[src/design/uifc_cfg.svh]
// offsets, field positions, reset values and trigger levels of the interrupt/fifo control block
// assumes a 32-bit APB slave port and 32-entry transmit and receive fifos outside this block
`ifndef UIFC_CFG_SVH
`define UIFC_CFG_SVH

`define UIFC_OFF_IER      12'h000
`define UIFC_OFF_ISR      12'h004
`define UIFC_OFF_FCR      12'h008
`define UIFC_OFF_EFR      12'h00C
`define UIFC_OFF_STAT     12'h010

`define UIFC_IER_RESET    8'h00
`define UIFC_EFR_BIT      4

`define UIFC_FCR_EN       0
`define UIFC_FCR_RXRST    1
`define UIFC_FCR_TXRST    2
`define UIFC_FCR_DMA      3
`define UIFC_FCR_TXSEL    5:4
`define UIFC_FCR_RXSEL    7:6

`define UIFC_ID_LS        6'h06
`define UIFC_ID_TMO       6'h0C
`define UIFC_ID_RXD       6'h04
`define UIFC_ID_TXR       6'h02
`define UIFC_ID_MS        6'h00
`define UIFC_ID_XOFF      6'h10
`define UIFC_ID_FLOW      6'h20
`define UIFC_ID_NONE      6'h01

`define UIFC_RX_TRIG0     6'h08
`define UIFC_RX_TRIG1     6'h10
`define UIFC_RX_TRIG2     6'h18
`define UIFC_RX_TRIG3     6'h1C
`define UIFC_TX_TRIG0     6'h10
`define UIFC_TX_TRIG1     6'h08
`define UIFC_TX_TRIG2     6'h18
`define UIFC_TX_TRIG3     6'h1E
`define UIFC_FIFO_DEPTH   6'h20

`define UIFC_TMO_EXTRA    7'h0C

`endif

[src/design/uifc_pkg.sv]
// types shared by the interrupt/fifo control block
// assumes nothing beyond the compile order
package uifc_pkg;
	typedef logic [7:0]  uifc_byte_t;
	typedef logic [5:0]  uifc_count_t;
	typedef logic [5:0]  uifc_id_t;
	typedef logic [6:0]  uifc_src_t;
endpackage

[src/design/uifc_prio.sv]
// priority encoder from pending sources to the status code
// assumes req bit 0 is the highest level and bit 6 the lowest
`include "uifc_cfg.svh"
module uifc_prio (
	input  wire uifc_pkg::uifc_src_t req,
	output uifc_pkg::uifc_id_t       id,
	output uifc_pkg::uifc_src_t      grant
);
	import uifc_pkg::*;

	always_comb begin
		grant = 7'h00;
		id    = `UIFC_ID_NONE;
		if (req[0]) begin
			grant = 7'h01;
			id    = `UIFC_ID_LS;
		end else if (req[1]) begin
			grant = 7'h02;
			id    = `UIFC_ID_TMO;
		end else if (req[2]) begin
			grant = 7'h04;
			id    = `UIFC_ID_RXD;
		end else if (req[3]) begin
			grant = 7'h08;
			id    = `UIFC_ID_TXR;
		end else if (req[4]) begin
			grant = 7'h10;
			id    = `UIFC_ID_MS;
		end else if (req[5]) begin
			grant = 7'h20;
			id    = `UIFC_ID_XOFF;
		end else if (req[6]) begin
			grant = 7'h40;
			id    = `UIFC_ID_FLOW;
		end
	end
endmodule

[src/design/uifc_top.sv]
// interrupt enable, interrupt status and fifo control of one uart channel
// assumes the fifos, shifters and flow control sit outside on the same clock;
// only the clear-to-send pin arrives from outside and is synchronised here
//
// Design decisions made here: the APB register port and the register offsets.
`include "uifc_cfg.svh"
module uifc_top (
	input  wire logic                clk,
	input  wire logic                rst,
	input  wire logic                psel,
	input  wire logic                penable,
	input  wire logic                pwrite,
	input  wire logic [11:0]         paddr,
	input  wire logic [31:0]         pwdata,
	output logic [31:0]              prdata,
	output logic                     pready,
	output logic                     pslverr,
	input  wire uifc_pkg::uifc_count_t rx_count,
	input  wire uifc_pkg::uifc_count_t tx_count,
	input  wire logic [3:0]          line_status_err,
	input  wire logic [3:0]          modem_status_delta,
	input  wire logic                rhr_read,
	input  wire logic                lsr_read,
	input  wire logic                msr_read,
	input  wire logic                thr_write,
	input  wire logic                rx_char_push,
	input  wire logic                xoff_rcvd,
	input  wire logic                xon_rcvd,
	input  wire logic                special_rcvd,
	input  wire logic                bit_tick,
	input  wire logic [3:0]          char_bits,
	input  wire logic                auto_rts_en,
	input  wire logic                auto_cts_en,
	input  wire logic                rts_n,
	input  wire logic                cts_n,
	output logic                     irq,
	output logic                     fifo_enable,
	output logic                     dma_mode,
	output logic                     sleep_enable,
	output logic                     rx_fifo_reset,
	output logic                     tx_fifo_reset,
	output uifc_pkg::uifc_count_t    rx_trigger,
	output uifc_pkg::uifc_count_t    tx_trigger,
	output logic                     receive_ready_pin_n,
	output logic                     transmit_ready_pin_n
);
	import uifc_pkg::*;

	uifc_byte_t  interrupt_enable;
	uifc_byte_t  next_ier;
	logic        efr_en;
	logic        next_efr_en;
	logic        next_fifo_enable;
	logic        next_dma_mode;
	logic [1:0]  tx_sel;
	logic [1:0]  next_tx_sel;
	logic [1:0]  rx_sel;
	logic [1:0]  next_rx_sel;
	uifc_count_t next_rx_trigger;
	uifc_count_t next_tx_trigger;
	logic        next_rx_fifo_reset;
	logic        next_tx_fifo_reset;
	logic [31:0] next_prdata;
	logic        next_pready;
	logic        next_pslverr;
	uifc_src_t   rd_grant;
	uifc_src_t   next_rd_grant;
	logic        ls_pend, tmo_pend, tx_pend, ms_pend, xoff_pend, spec_pend, rts_pend, cts_pend;
	logic        next_ls_pend, next_tmo_pend, next_tx_pend, next_ms_pend;
	logic        next_xoff_pend, next_spec_pend, next_rts_pend, next_cts_pend;
	logic        rts_prev, next_rts_prev;
	logic        cts_s1, cts_s2, cts_s3, cts_filt, next_cts_filt;
	logic        tx_above, next_tx_above;
	uifc_count_t tx_prev, next_tx_prev;
	logic        next_irq, next_rx_pin_n, next_tx_pin_n;
	logic [6:0]  tmo_cnt, next_tmo_cnt;
	logic [6:0]  tmo_limit;
	logic        tmo_hit;
	uifc_src_t   req;
	uifc_id_t    isr_id;
	uifc_src_t   grant;
	logic        hit, acc_load, acc_done, wr_ier, wr_fcr, wr_efr, rd_isr;
	logic        rx_lvl, tx_set, isr_clr_tx, isr_clr_xoff;
	logic        cts_rise, rts_rise;
	logic [31:0] rd_word;

	// bus decode
	assign hit = (paddr == `UIFC_OFF_IER) || (paddr == `UIFC_OFF_ISR) ||
		(paddr == `UIFC_OFF_FCR) || (paddr == `UIFC_OFF_EFR) || (paddr == `UIFC_OFF_STAT);
	assign acc_load = psel & penable & ~pready;
	assign acc_done = psel & penable & pready;
	assign wr_ier   = acc_done & pwrite & (paddr == `UIFC_OFF_IER);
	assign wr_fcr   = acc_done & pwrite & (paddr == `UIFC_OFF_FCR);
	assign wr_efr   = acc_done & pwrite & (paddr == `UIFC_OFF_EFR);
	assign rd_isr   = acc_done & ~pwrite & (paddr == `UIFC_OFF_ISR);

	always_comb begin
		unique case (paddr)
			`UIFC_OFF_IER:  rd_word = {24'h000000, interrupt_enable};
			`UIFC_OFF_ISR:  rd_word = {24'h000000, {2{fifo_enable}}, isr_id};
			`UIFC_OFF_EFR:  rd_word = {27'h0000000, efr_en, 4'h0};
			`UIFC_OFF_STAT: rd_word = {16'h0000, req, 2'h0, sleep_enable, rx_sel, tx_sel,
				dma_mode, fifo_enable};
			default:        rd_word = 32'h00000000; // write-only control reads zero
		endcase
	end

	// one wait state: data and the shown source are caught together so that the
	// side effect of a status read hits exactly the source that was returned
	always_comb begin
		next_pready   = acc_load;
		next_prdata   = prdata;
		next_pslverr  = pslverr;
		next_rd_grant = rd_grant;
		if (acc_load) begin
			next_prdata   = pwrite ? 32'h00000000 : rd_word;
			next_pslverr  = ~hit;
			next_rd_grant = grant;
		end
	end

	always_ff @(posedge clk) begin
		if (rst) begin
			prdata   <= 32'h00000000;
			pready   <= 1'b0;
			pslverr  <= 1'b0;
			rd_grant <= 7'h00;
		end else begin
			prdata   <= next_prdata;
			pready   <= next_pready;
			pslverr  <= next_pslverr;
			rd_grant <= next_rd_grant;
		end
	end

	// configuration registers
	always_comb begin
		next_ier           = interrupt_enable;
		next_efr_en        = efr_en;
		next_fifo_enable   = fifo_enable;
		next_dma_mode      = dma_mode;
		next_tx_sel        = tx_sel;
		next_rx_sel        = rx_sel;
		next_rx_fifo_reset = 1'b0;
		next_tx_fifo_reset = 1'b0;
		if (wr_ier) begin
			next_ier[3:0] = pwdata[3:0];
			if (efr_en)
				next_ier[7:4] = pwdata[7:4];
		end
		if (wr_efr)
			next_efr_en = pwdata[`UIFC_EFR_BIT];
		if (wr_fcr) begin
			next_fifo_enable = pwdata[`UIFC_FCR_EN];
			if (pwdata[`UIFC_FCR_EN]) begin
				next_rx_fifo_reset = pwdata[`UIFC_FCR_RXRST];
				next_tx_fifo_reset = pwdata[`UIFC_FCR_TXRST];
				next_dma_mode      = pwdata[`UIFC_FCR_DMA];
				next_rx_sel        = pwdata[`UIFC_FCR_RXSEL];
				if (efr_en)
					next_tx_sel = pwdata[`UIFC_FCR_TXSEL];
			end
		end
	end

	always_ff @(posedge clk) begin
		if (rst) begin
			interrupt_enable           <= `UIFC_IER_RESET;
			efr_en        <= 1'b0;
			fifo_enable   <= 1'b0;
			dma_mode      <= 1'b0;
			tx_sel        <= 2'h0;
			rx_sel        <= 2'h0;
			rx_fifo_reset <= 1'b0;
			tx_fifo_reset <= 1'b0;
			rx_trigger    <= `UIFC_RX_TRIG0;
			tx_trigger    <= `UIFC_TX_TRIG0;
		end else begin
			interrupt_enable           <= next_ier;
			efr_en        <= next_efr_en;
			fifo_enable   <= next_fifo_enable;
			dma_mode      <= next_dma_mode;
			tx_sel        <= next_tx_sel;
			rx_sel        <= next_rx_sel;
			rx_fifo_reset <= next_rx_fifo_reset;
			tx_fifo_reset <= next_tx_fifo_reset;
			rx_trigger    <= next_rx_trigger;
			tx_trigger    <= next_tx_trigger;
		end
	end

	always_comb begin
		// decoded from the next select so the registered trigger tracks the select
		unique case (next_rx_sel)
			2'h0: next_rx_trigger = `UIFC_RX_TRIG0;
			2'h1: next_rx_trigger = `UIFC_RX_TRIG1;
			2'h2: next_rx_trigger = `UIFC_RX_TRIG2;
			2'h3: next_rx_trigger = `UIFC_RX_TRIG3;
		endcase
		unique case (next_tx_sel)
			2'h0: next_tx_trigger = `UIFC_TX_TRIG0;
			2'h1: next_tx_trigger = `UIFC_TX_TRIG1;
			2'h2: next_tx_trigger = `UIFC_TX_TRIG2;
			2'h3: next_tx_trigger = `UIFC_TX_TRIG3;
		endcase
	end
	assign sleep_enable = interrupt_enable[4];

	// receive timeout timer, counted in bit times; restarts on a receive fifo push or read
	assign tmo_limit = {1'b0, char_bits, 2'b00} + `UIFC_TMO_EXTRA;
	// fires on the tick that completes the full delay, not one tick later
	assign tmo_hit   = bit_tick & (tmo_cnt == tmo_limit - 7'h01) & (rx_count != 6'h00);
	always_comb begin
		next_tmo_cnt = tmo_cnt;
		if (rx_char_push || rhr_read || rx_count == 6'h00 || !fifo_enable)
			next_tmo_cnt = 7'h00;
		else if (bit_tick && tmo_cnt != tmo_limit)
			next_tmo_cnt = tmo_cnt + 7'h01;
	end

	always_ff @(posedge clk) begin
		if (rst)
			tmo_cnt <= 7'h00;
		else
			tmo_cnt <= next_tmo_cnt;
	end

	// clear-to-send pin: three stages, a change counts once stages two and three agree
	always_ff @(posedge clk) begin
		if (rst) begin
			cts_s1 <= 1'b1;
			cts_s2 <= 1'b1;
			cts_s3 <= 1'b1;
		end else begin
			cts_s1 <= cts_n;
			cts_s2 <= cts_s1;
			cts_s3 <= cts_s2;
		end
	end
	assign next_cts_filt = (cts_s2 == cts_s3) ? cts_s3 : cts_filt;
	assign cts_rise      = next_cts_filt & ~cts_filt;
	assign next_rts_prev = rts_n;
	assign rts_rise      = rts_n & ~rts_prev;

	// level sources
	assign rx_lvl = fifo_enable ? (rx_count >= rx_trigger) : (rx_count != 6'h00);
	// transmit: fall below trigger after a reload above it, else only once empty
	always_comb begin
		uifc_count_t trig;
		trig          = fifo_enable ? tx_trigger : 6'h01;
		next_tx_prev  = tx_count;
		next_tx_above = tx_above;
		if (tx_count > trig)
			next_tx_above = 1'b1;
		else if (tx_count == 6'h00)
			next_tx_above = 1'b0;
		tx_set = (tx_above & (tx_prev >= trig) & (tx_count < trig)) |
			(~tx_above & (tx_prev != 6'h00) & (tx_count == 6'h00)) |
			(next_ier[1] & ~interrupt_enable[1] & (tx_count == 6'h00));
	end

	assign isr_clr_tx   = rd_isr & rd_grant[3];
	assign isr_clr_xoff = rd_isr & rd_grant[5];

	// sticky sources: a set in the cycle of a clear always wins
	always_comb begin
		next_ls_pend   = (|line_status_err) | (ls_pend & ~lsr_read);
		next_tmo_pend  = tmo_hit | (tmo_pend & ~rhr_read);
		next_tx_pend   = tx_set | (tx_pend & ~thr_write & ~isr_clr_tx);
		next_ms_pend   = (|modem_status_delta) | (ms_pend & ~msr_read);
		next_xoff_pend = xoff_rcvd | (xoff_pend & ~xon_rcvd & ~isr_clr_xoff);
		next_spec_pend = special_rcvd | (spec_pend & ~rx_char_push & ~isr_clr_xoff);
		next_rts_pend  = (rts_rise & auto_rts_en & interrupt_enable[6]) | (rts_pend & ~msr_read);
		next_cts_pend  = (cts_rise & auto_cts_en & interrupt_enable[7]) | (cts_pend & ~msr_read);
	end

	assign req[0] = ls_pend & interrupt_enable[2];
	assign req[1] = tmo_pend & interrupt_enable[0];
	assign req[2] = rx_lvl & interrupt_enable[0];
	assign req[3] = tx_pend & interrupt_enable[1];
	assign req[4] = ms_pend & interrupt_enable[3];
	assign req[5] = (xoff_pend | spec_pend) & interrupt_enable[5] & efr_en;
	assign req[6] = (rts_pend | cts_pend) & efr_en;

	uifc_prio u_prio (
		.req   (req),
		.id    (isr_id),
		.grant (grant)
	);

	assign next_irq      = |req;
	assign next_rx_pin_n = ~(dma_mode ? (rx_lvl | tmo_pend) : (rx_count != 6'h00));
	assign next_tx_pin_n = ~(dma_mode ? (tx_count < `UIFC_FIFO_DEPTH) : (tx_count == 6'h00));

	always_ff @(posedge clk) begin
		if (rst) begin
			ls_pend              <= 1'b0;
			tmo_pend             <= 1'b0;
			tx_pend              <= 1'b0;
			ms_pend              <= 1'b0;
			xoff_pend            <= 1'b0;
			spec_pend            <= 1'b0;
			rts_pend             <= 1'b0;
			cts_pend             <= 1'b0;
			rts_prev             <= 1'b1;
			cts_filt             <= 1'b1;
			tx_above             <= 1'b0;
			tx_prev              <= 6'h00;
			irq                  <= 1'b0;
			receive_ready_pin_n  <= 1'b1;
			transmit_ready_pin_n <= 1'b1;
		end else begin
			ls_pend              <= next_ls_pend;
			tmo_pend             <= next_tmo_pend;
			tx_pend              <= next_tx_pend;
			ms_pend              <= next_ms_pend;
			xoff_pend            <= next_xoff_pend;
			spec_pend            <= next_spec_pend;
			rts_pend             <= next_rts_pend;
			cts_pend             <= next_cts_pend;
			rts_prev             <= next_rts_prev;
			cts_filt             <= next_cts_filt;
			tx_above             <= next_tx_above;
			tx_prev              <= next_tx_prev;
			irq                  <= next_irq;
			receive_ready_pin_n  <= next_rx_pin_n;
			transmit_ready_pin_n <= next_tx_pin_n;
		end
	end
endmodule

[config.mk]
export PLATFORM = sky130hd
export DESIGN_NAME = uifc_top
export DESIGN_NICKNAME = d
export VERILOG_FILES = /design/src/design/uifc_pkg.sv /design/src/design/uifc_prio.sv /design/src/design/uifc_top.sv
export VERILOG_INCLUDE_DIRS = /design/src /design/src/design
export SDC_FILE = /design/constraint.sdc
export NUM_CORES = 1
export LEC_CHECK = 0
export BUFFER_PORTS_ARGS = -buffer_cell sky130_fd_sc_hd__buf_2
export CORE_MARGIN = 3
export CORE_UTILIZATION = 52
export DETAILED_ROUTE_END_ITERATION = 10
export GPL_TIMING_DRIVEN = 1
export PLACE_DENSITY = 0.83
export SYNTH_ARGS = -nofsm -noshare
export SYNTH_HDL_FRONTEND = slang
export SYNTH_SLANG_ARGS = --single-unit
[constraint.sdc]
create_clock -name clk -period 6 [get_ports clk]
set_clock_uncertainty 0.05 [all_clocks]
set_input_delay 0.3 -clock clk [delete_from_list [all_inputs] [get_ports clk]]
set_output_delay 0.3 -clock clk [all_outputs]
set_load 0.1 [all_outputs]
==> impl_metrics.py <==
metrics = {
    "layout": {
        "n_fill_cell": 657,
        "syn_to_final_growth_pct": 16.40,
        "drive_above_1_share_pct": 23.41,
        "antennaDiodeCount": 0,
        "final_nets": 649,
    },
    "timing": {
        "slew_viol_final": 0,
        "setup_viol": 0,
        "finalCriticalPeriod_ps": 2411,
        "worstMarginPinSlew_ps": 835.8,
        "rsz0062_at_grt": "false",
        "period_share_pct": 40.19,
        "finalSetupTns_ps": 0,
        "fmax_mhz": 414.7,
        "relSlewSlack_pct": 44.11,
        "hold_viol": 0,
    },
    "setup_path": {
        "rr_endpoint": "tmo_cnt[0]",
        "crit_start": "fifo_enable",
        "reg2reg_depth": 4,
        "crit_path_end": "tmo_cnt[0]",
        "arrival_ps": 2660,
        "reg2reg_slack_ps": 3590,
        "worstPathMaxFanout": 11,
        "worstSetupEndpointType": "flip-flop",
        "critPathKind": "flip-flop to flip-flop",
        "cp.required_ps": 6250,
        "startpoint_type": "flip-flop",
        "worstReg2RegStart": "fifo_enable",
    },
    "pwr": {
        "peakVddDrop_mv": 0.1441,
        "power_frac_seq_pct": 45.0,
        "p_leak_nw": 1.940,
        "power_density_nw_per_um2": 237.7,
        "power.total_mw": 1.085,
        "p_int_mw": 0.7800,
        "comb_power_share_pct": 14.2,
        "pwr-share-clk_pct": 40.8,
        "p_sw_share_pct": 28.13,
        "switching_power_mw": 0.3053,
    },
    "place": {
        "gp_congestion": 0.8769,
        "hpwl_um": 7534,
        "io_buffers": 93,
    },
    "floorplan": {
        "die_h_um": 92.85,
        "die-area_um2": 8621,
        "row_count": 31,
        "core-area_um2": 7292,
        "ios": 140,
        "start_util_pct": 53.79,
        "chipWidth_um": 92.85,
    },
    "min_path": {
        "hp-class": "input pin to flip-flop",
    },
    "global_route": {
        "grt_pass1_wl_um": 15860,
        "grt_max_degree": 61,
        "grt_use_total_pct": 22.81,
        "gr-total-overflow": 0,
        "grt_pass1_vias": 3428,
        "antenna_found_initial": 0,
    },
    "synthesis": {
        "synth_edf_count": 0,
        "synth_area_leader_cell": "dfxtp_1",
        "syn_inst": 464,
        "yosys.area.top_type_share_pct": 36.75,
        "ys_types": 66,
        "asyncSetResetFlopFracSynth_pct": 0,
        "avgSynthCellArea_um2": 8.454,
        "yosysSeqAreaShare_pct": 36.75,
        "yosys-top-cells-area": "dfxtp_1 37%, ha_1 5.4%, nand2_1 4.7%, mux2i_1 4.6%, buf_4 4.4%",
        "synth.cell_area_um2": 3923,
        "ys_ff_latch": 72,
        "yosysWarnings": 0,
        "ys.flop_type": "dfxtp_1",
    },
    "routing": {
        "wl_um": 9982,
        "via_count": 3709,
        "via_per_inst": 5.706,
        "drc": 0,
        "detail-route-antenna-nets": 0,
        "wire_per_inst_um": 15.36,
        "first_pass_iters": 5,
        "first_iter_violations": 243,
    },
    "clocking": {
        "numClockSinks": 72,
        "worst_skew_pair.late_latency_ps": 350,
        "cts_resized": 0,
        "post_cts_buffers": 0,
        "cts_made_buffers": 9,
        "postCtsHoldBufs": 0,
        "h-tree-depth": 3,
        "clk_pin_slew_ps": 80,
        "cts-root-buf": "clkbuf_8",
        "cts_tree": "built",
        "cts_buffer_depth": 2,
    },
    "run": {
        "maxCapViolations": 0,
    },
    "run_status": {
        "status": "finished, final reports clean",
    },
}
routing by layer:
layer | global-route usage [%] | share of wire (%)
met2 | 37.85 | 47
met4 | 6.838 | 1.7
met1 | 29.06 | 43
met3 | 5.930 | 8.0
met5 | 0 | 0
registers in the layout, indices dropped and copies added (netlist names), 2 cells and up:
| signal | count |
|---|---|
| rx_sel | 2 |
| prdata | 15 |
| tx_trigger | 3 |
| tmo_cnt | 7 |
| interrupt_enable | 8 |
| tx_prev | 6 |
| tx_sel | 2 |
| rd_grant | 2 |
| rx_trigger | 3 |
synth_stat cells (all sizes together), types with 4 or more instances:
master and count:
a211oi 4, a22oi 5, nand2b 9, or2 9
nor3 13, a32oi 4, a31oi 7, inv 20
or4 7, nor4 9, dfxtp 72, nor2b 9
nor2 28, clkbuf 13, a21boi 4, nor3b 9
nand2 50, a21oi 27, nand3 19, xor2 5
buf 31, o21ai 16, ha 17, or3 4
xnor2 4, mux2i 18, o31ai 4
critical path, stage by stage, from the launching register on:
cell	delay [ps]
dfxtp_1	580
inv_1	220
nor4b_2	770
or4b_2	640
nand2_1	90
power by group through the flow:
stage	registers (mW)	logic, mW	clock network (mW)
after floorplan	0.507	0.119	0
after CTS	0.489	0.153	0.447
final	0.489	0.154	0.443
after global placement	0.500	0.150	0
after global routing	0.490	0.165	0.466
after detailed placement	0.500	0.153	0
cell type report:
type	instances	area, µm²	share of cell area [%]
Inverter	20	75.07	1.644
Sequential cell	72	1441	31.57
Clock buffer	12	155.1	3.398
Multi-Input combinational cell	349	2221	48.64
Timing Repair Buffer	94	473.0	10.36
Tap cell	99	123.9	2.713
Clock inverter	4	76.32	1.672
logic make-up after synthesis:
group | Yosys count | share of synthesized area [%]
AOI/OAI and AO/OA | 95 | 16.04
xor gates and xnor gates | 9 | 2.009
adders and majority gates | 17 | 5.423
buffers and inverters | 64 | 8.644
DFF | 72 | 36.75
muxes | 19 | 4.880
other | 1 | 0.09560
and+or+nand+nor | 187 | 26.16
metrics by stage:
step,utilization (%),hold slack [ps],instances,instance area [µm²],setup WS (ps)
CTS,62.61,80.98,650,4566,3606
finish,62.61,90.57,650,4566,3589
floorplan,-,339.5,485,4001,3245
global placement,59.44,349.7,634,4334,3588
global route,62.61,90.81,650,4566,3422
detailed placement,59.44,343.5,634,4334,3538
worst min path at each step:
stage / to / startpoint / cells after the start
final: cts_s1 / cts_n / 2
after CTS: cts_s1 / cts_n / 2
after floorplan: cts_s2 / cts_s1 / 1
after detailed placement: cts_s2 / cts_s1 / 1
after global routing: cts_s1 / cts_n / 2
after global placement: cts_s2 / cts_s1 / 1
cell usage in the layout (no fill, tap or decap), drive strengths merged, types with 9 or more instances in the layout:
cell type | synthesis | routed
nor4 | 9 | 9
buf | 31 | 94
nor3b | 9 | 9
o21ai | 16 | 16
dfxtp | 72 | 72
or2 | 9 | 9
nor2 | 28 | 28
ha | 17 | 17
nor2b | 9 | 9
clkbuf | 13 | 12
nand2 | 50 | 50
inv | 20 | 20
nand2b | 9 | 9
a21oi | 27 | 27
mux2i | 18 | 18
conb | 1 | 22
nor3 | 13 | 13
nand3 | 19 | 19
Power figures use the tool's default switching activity.
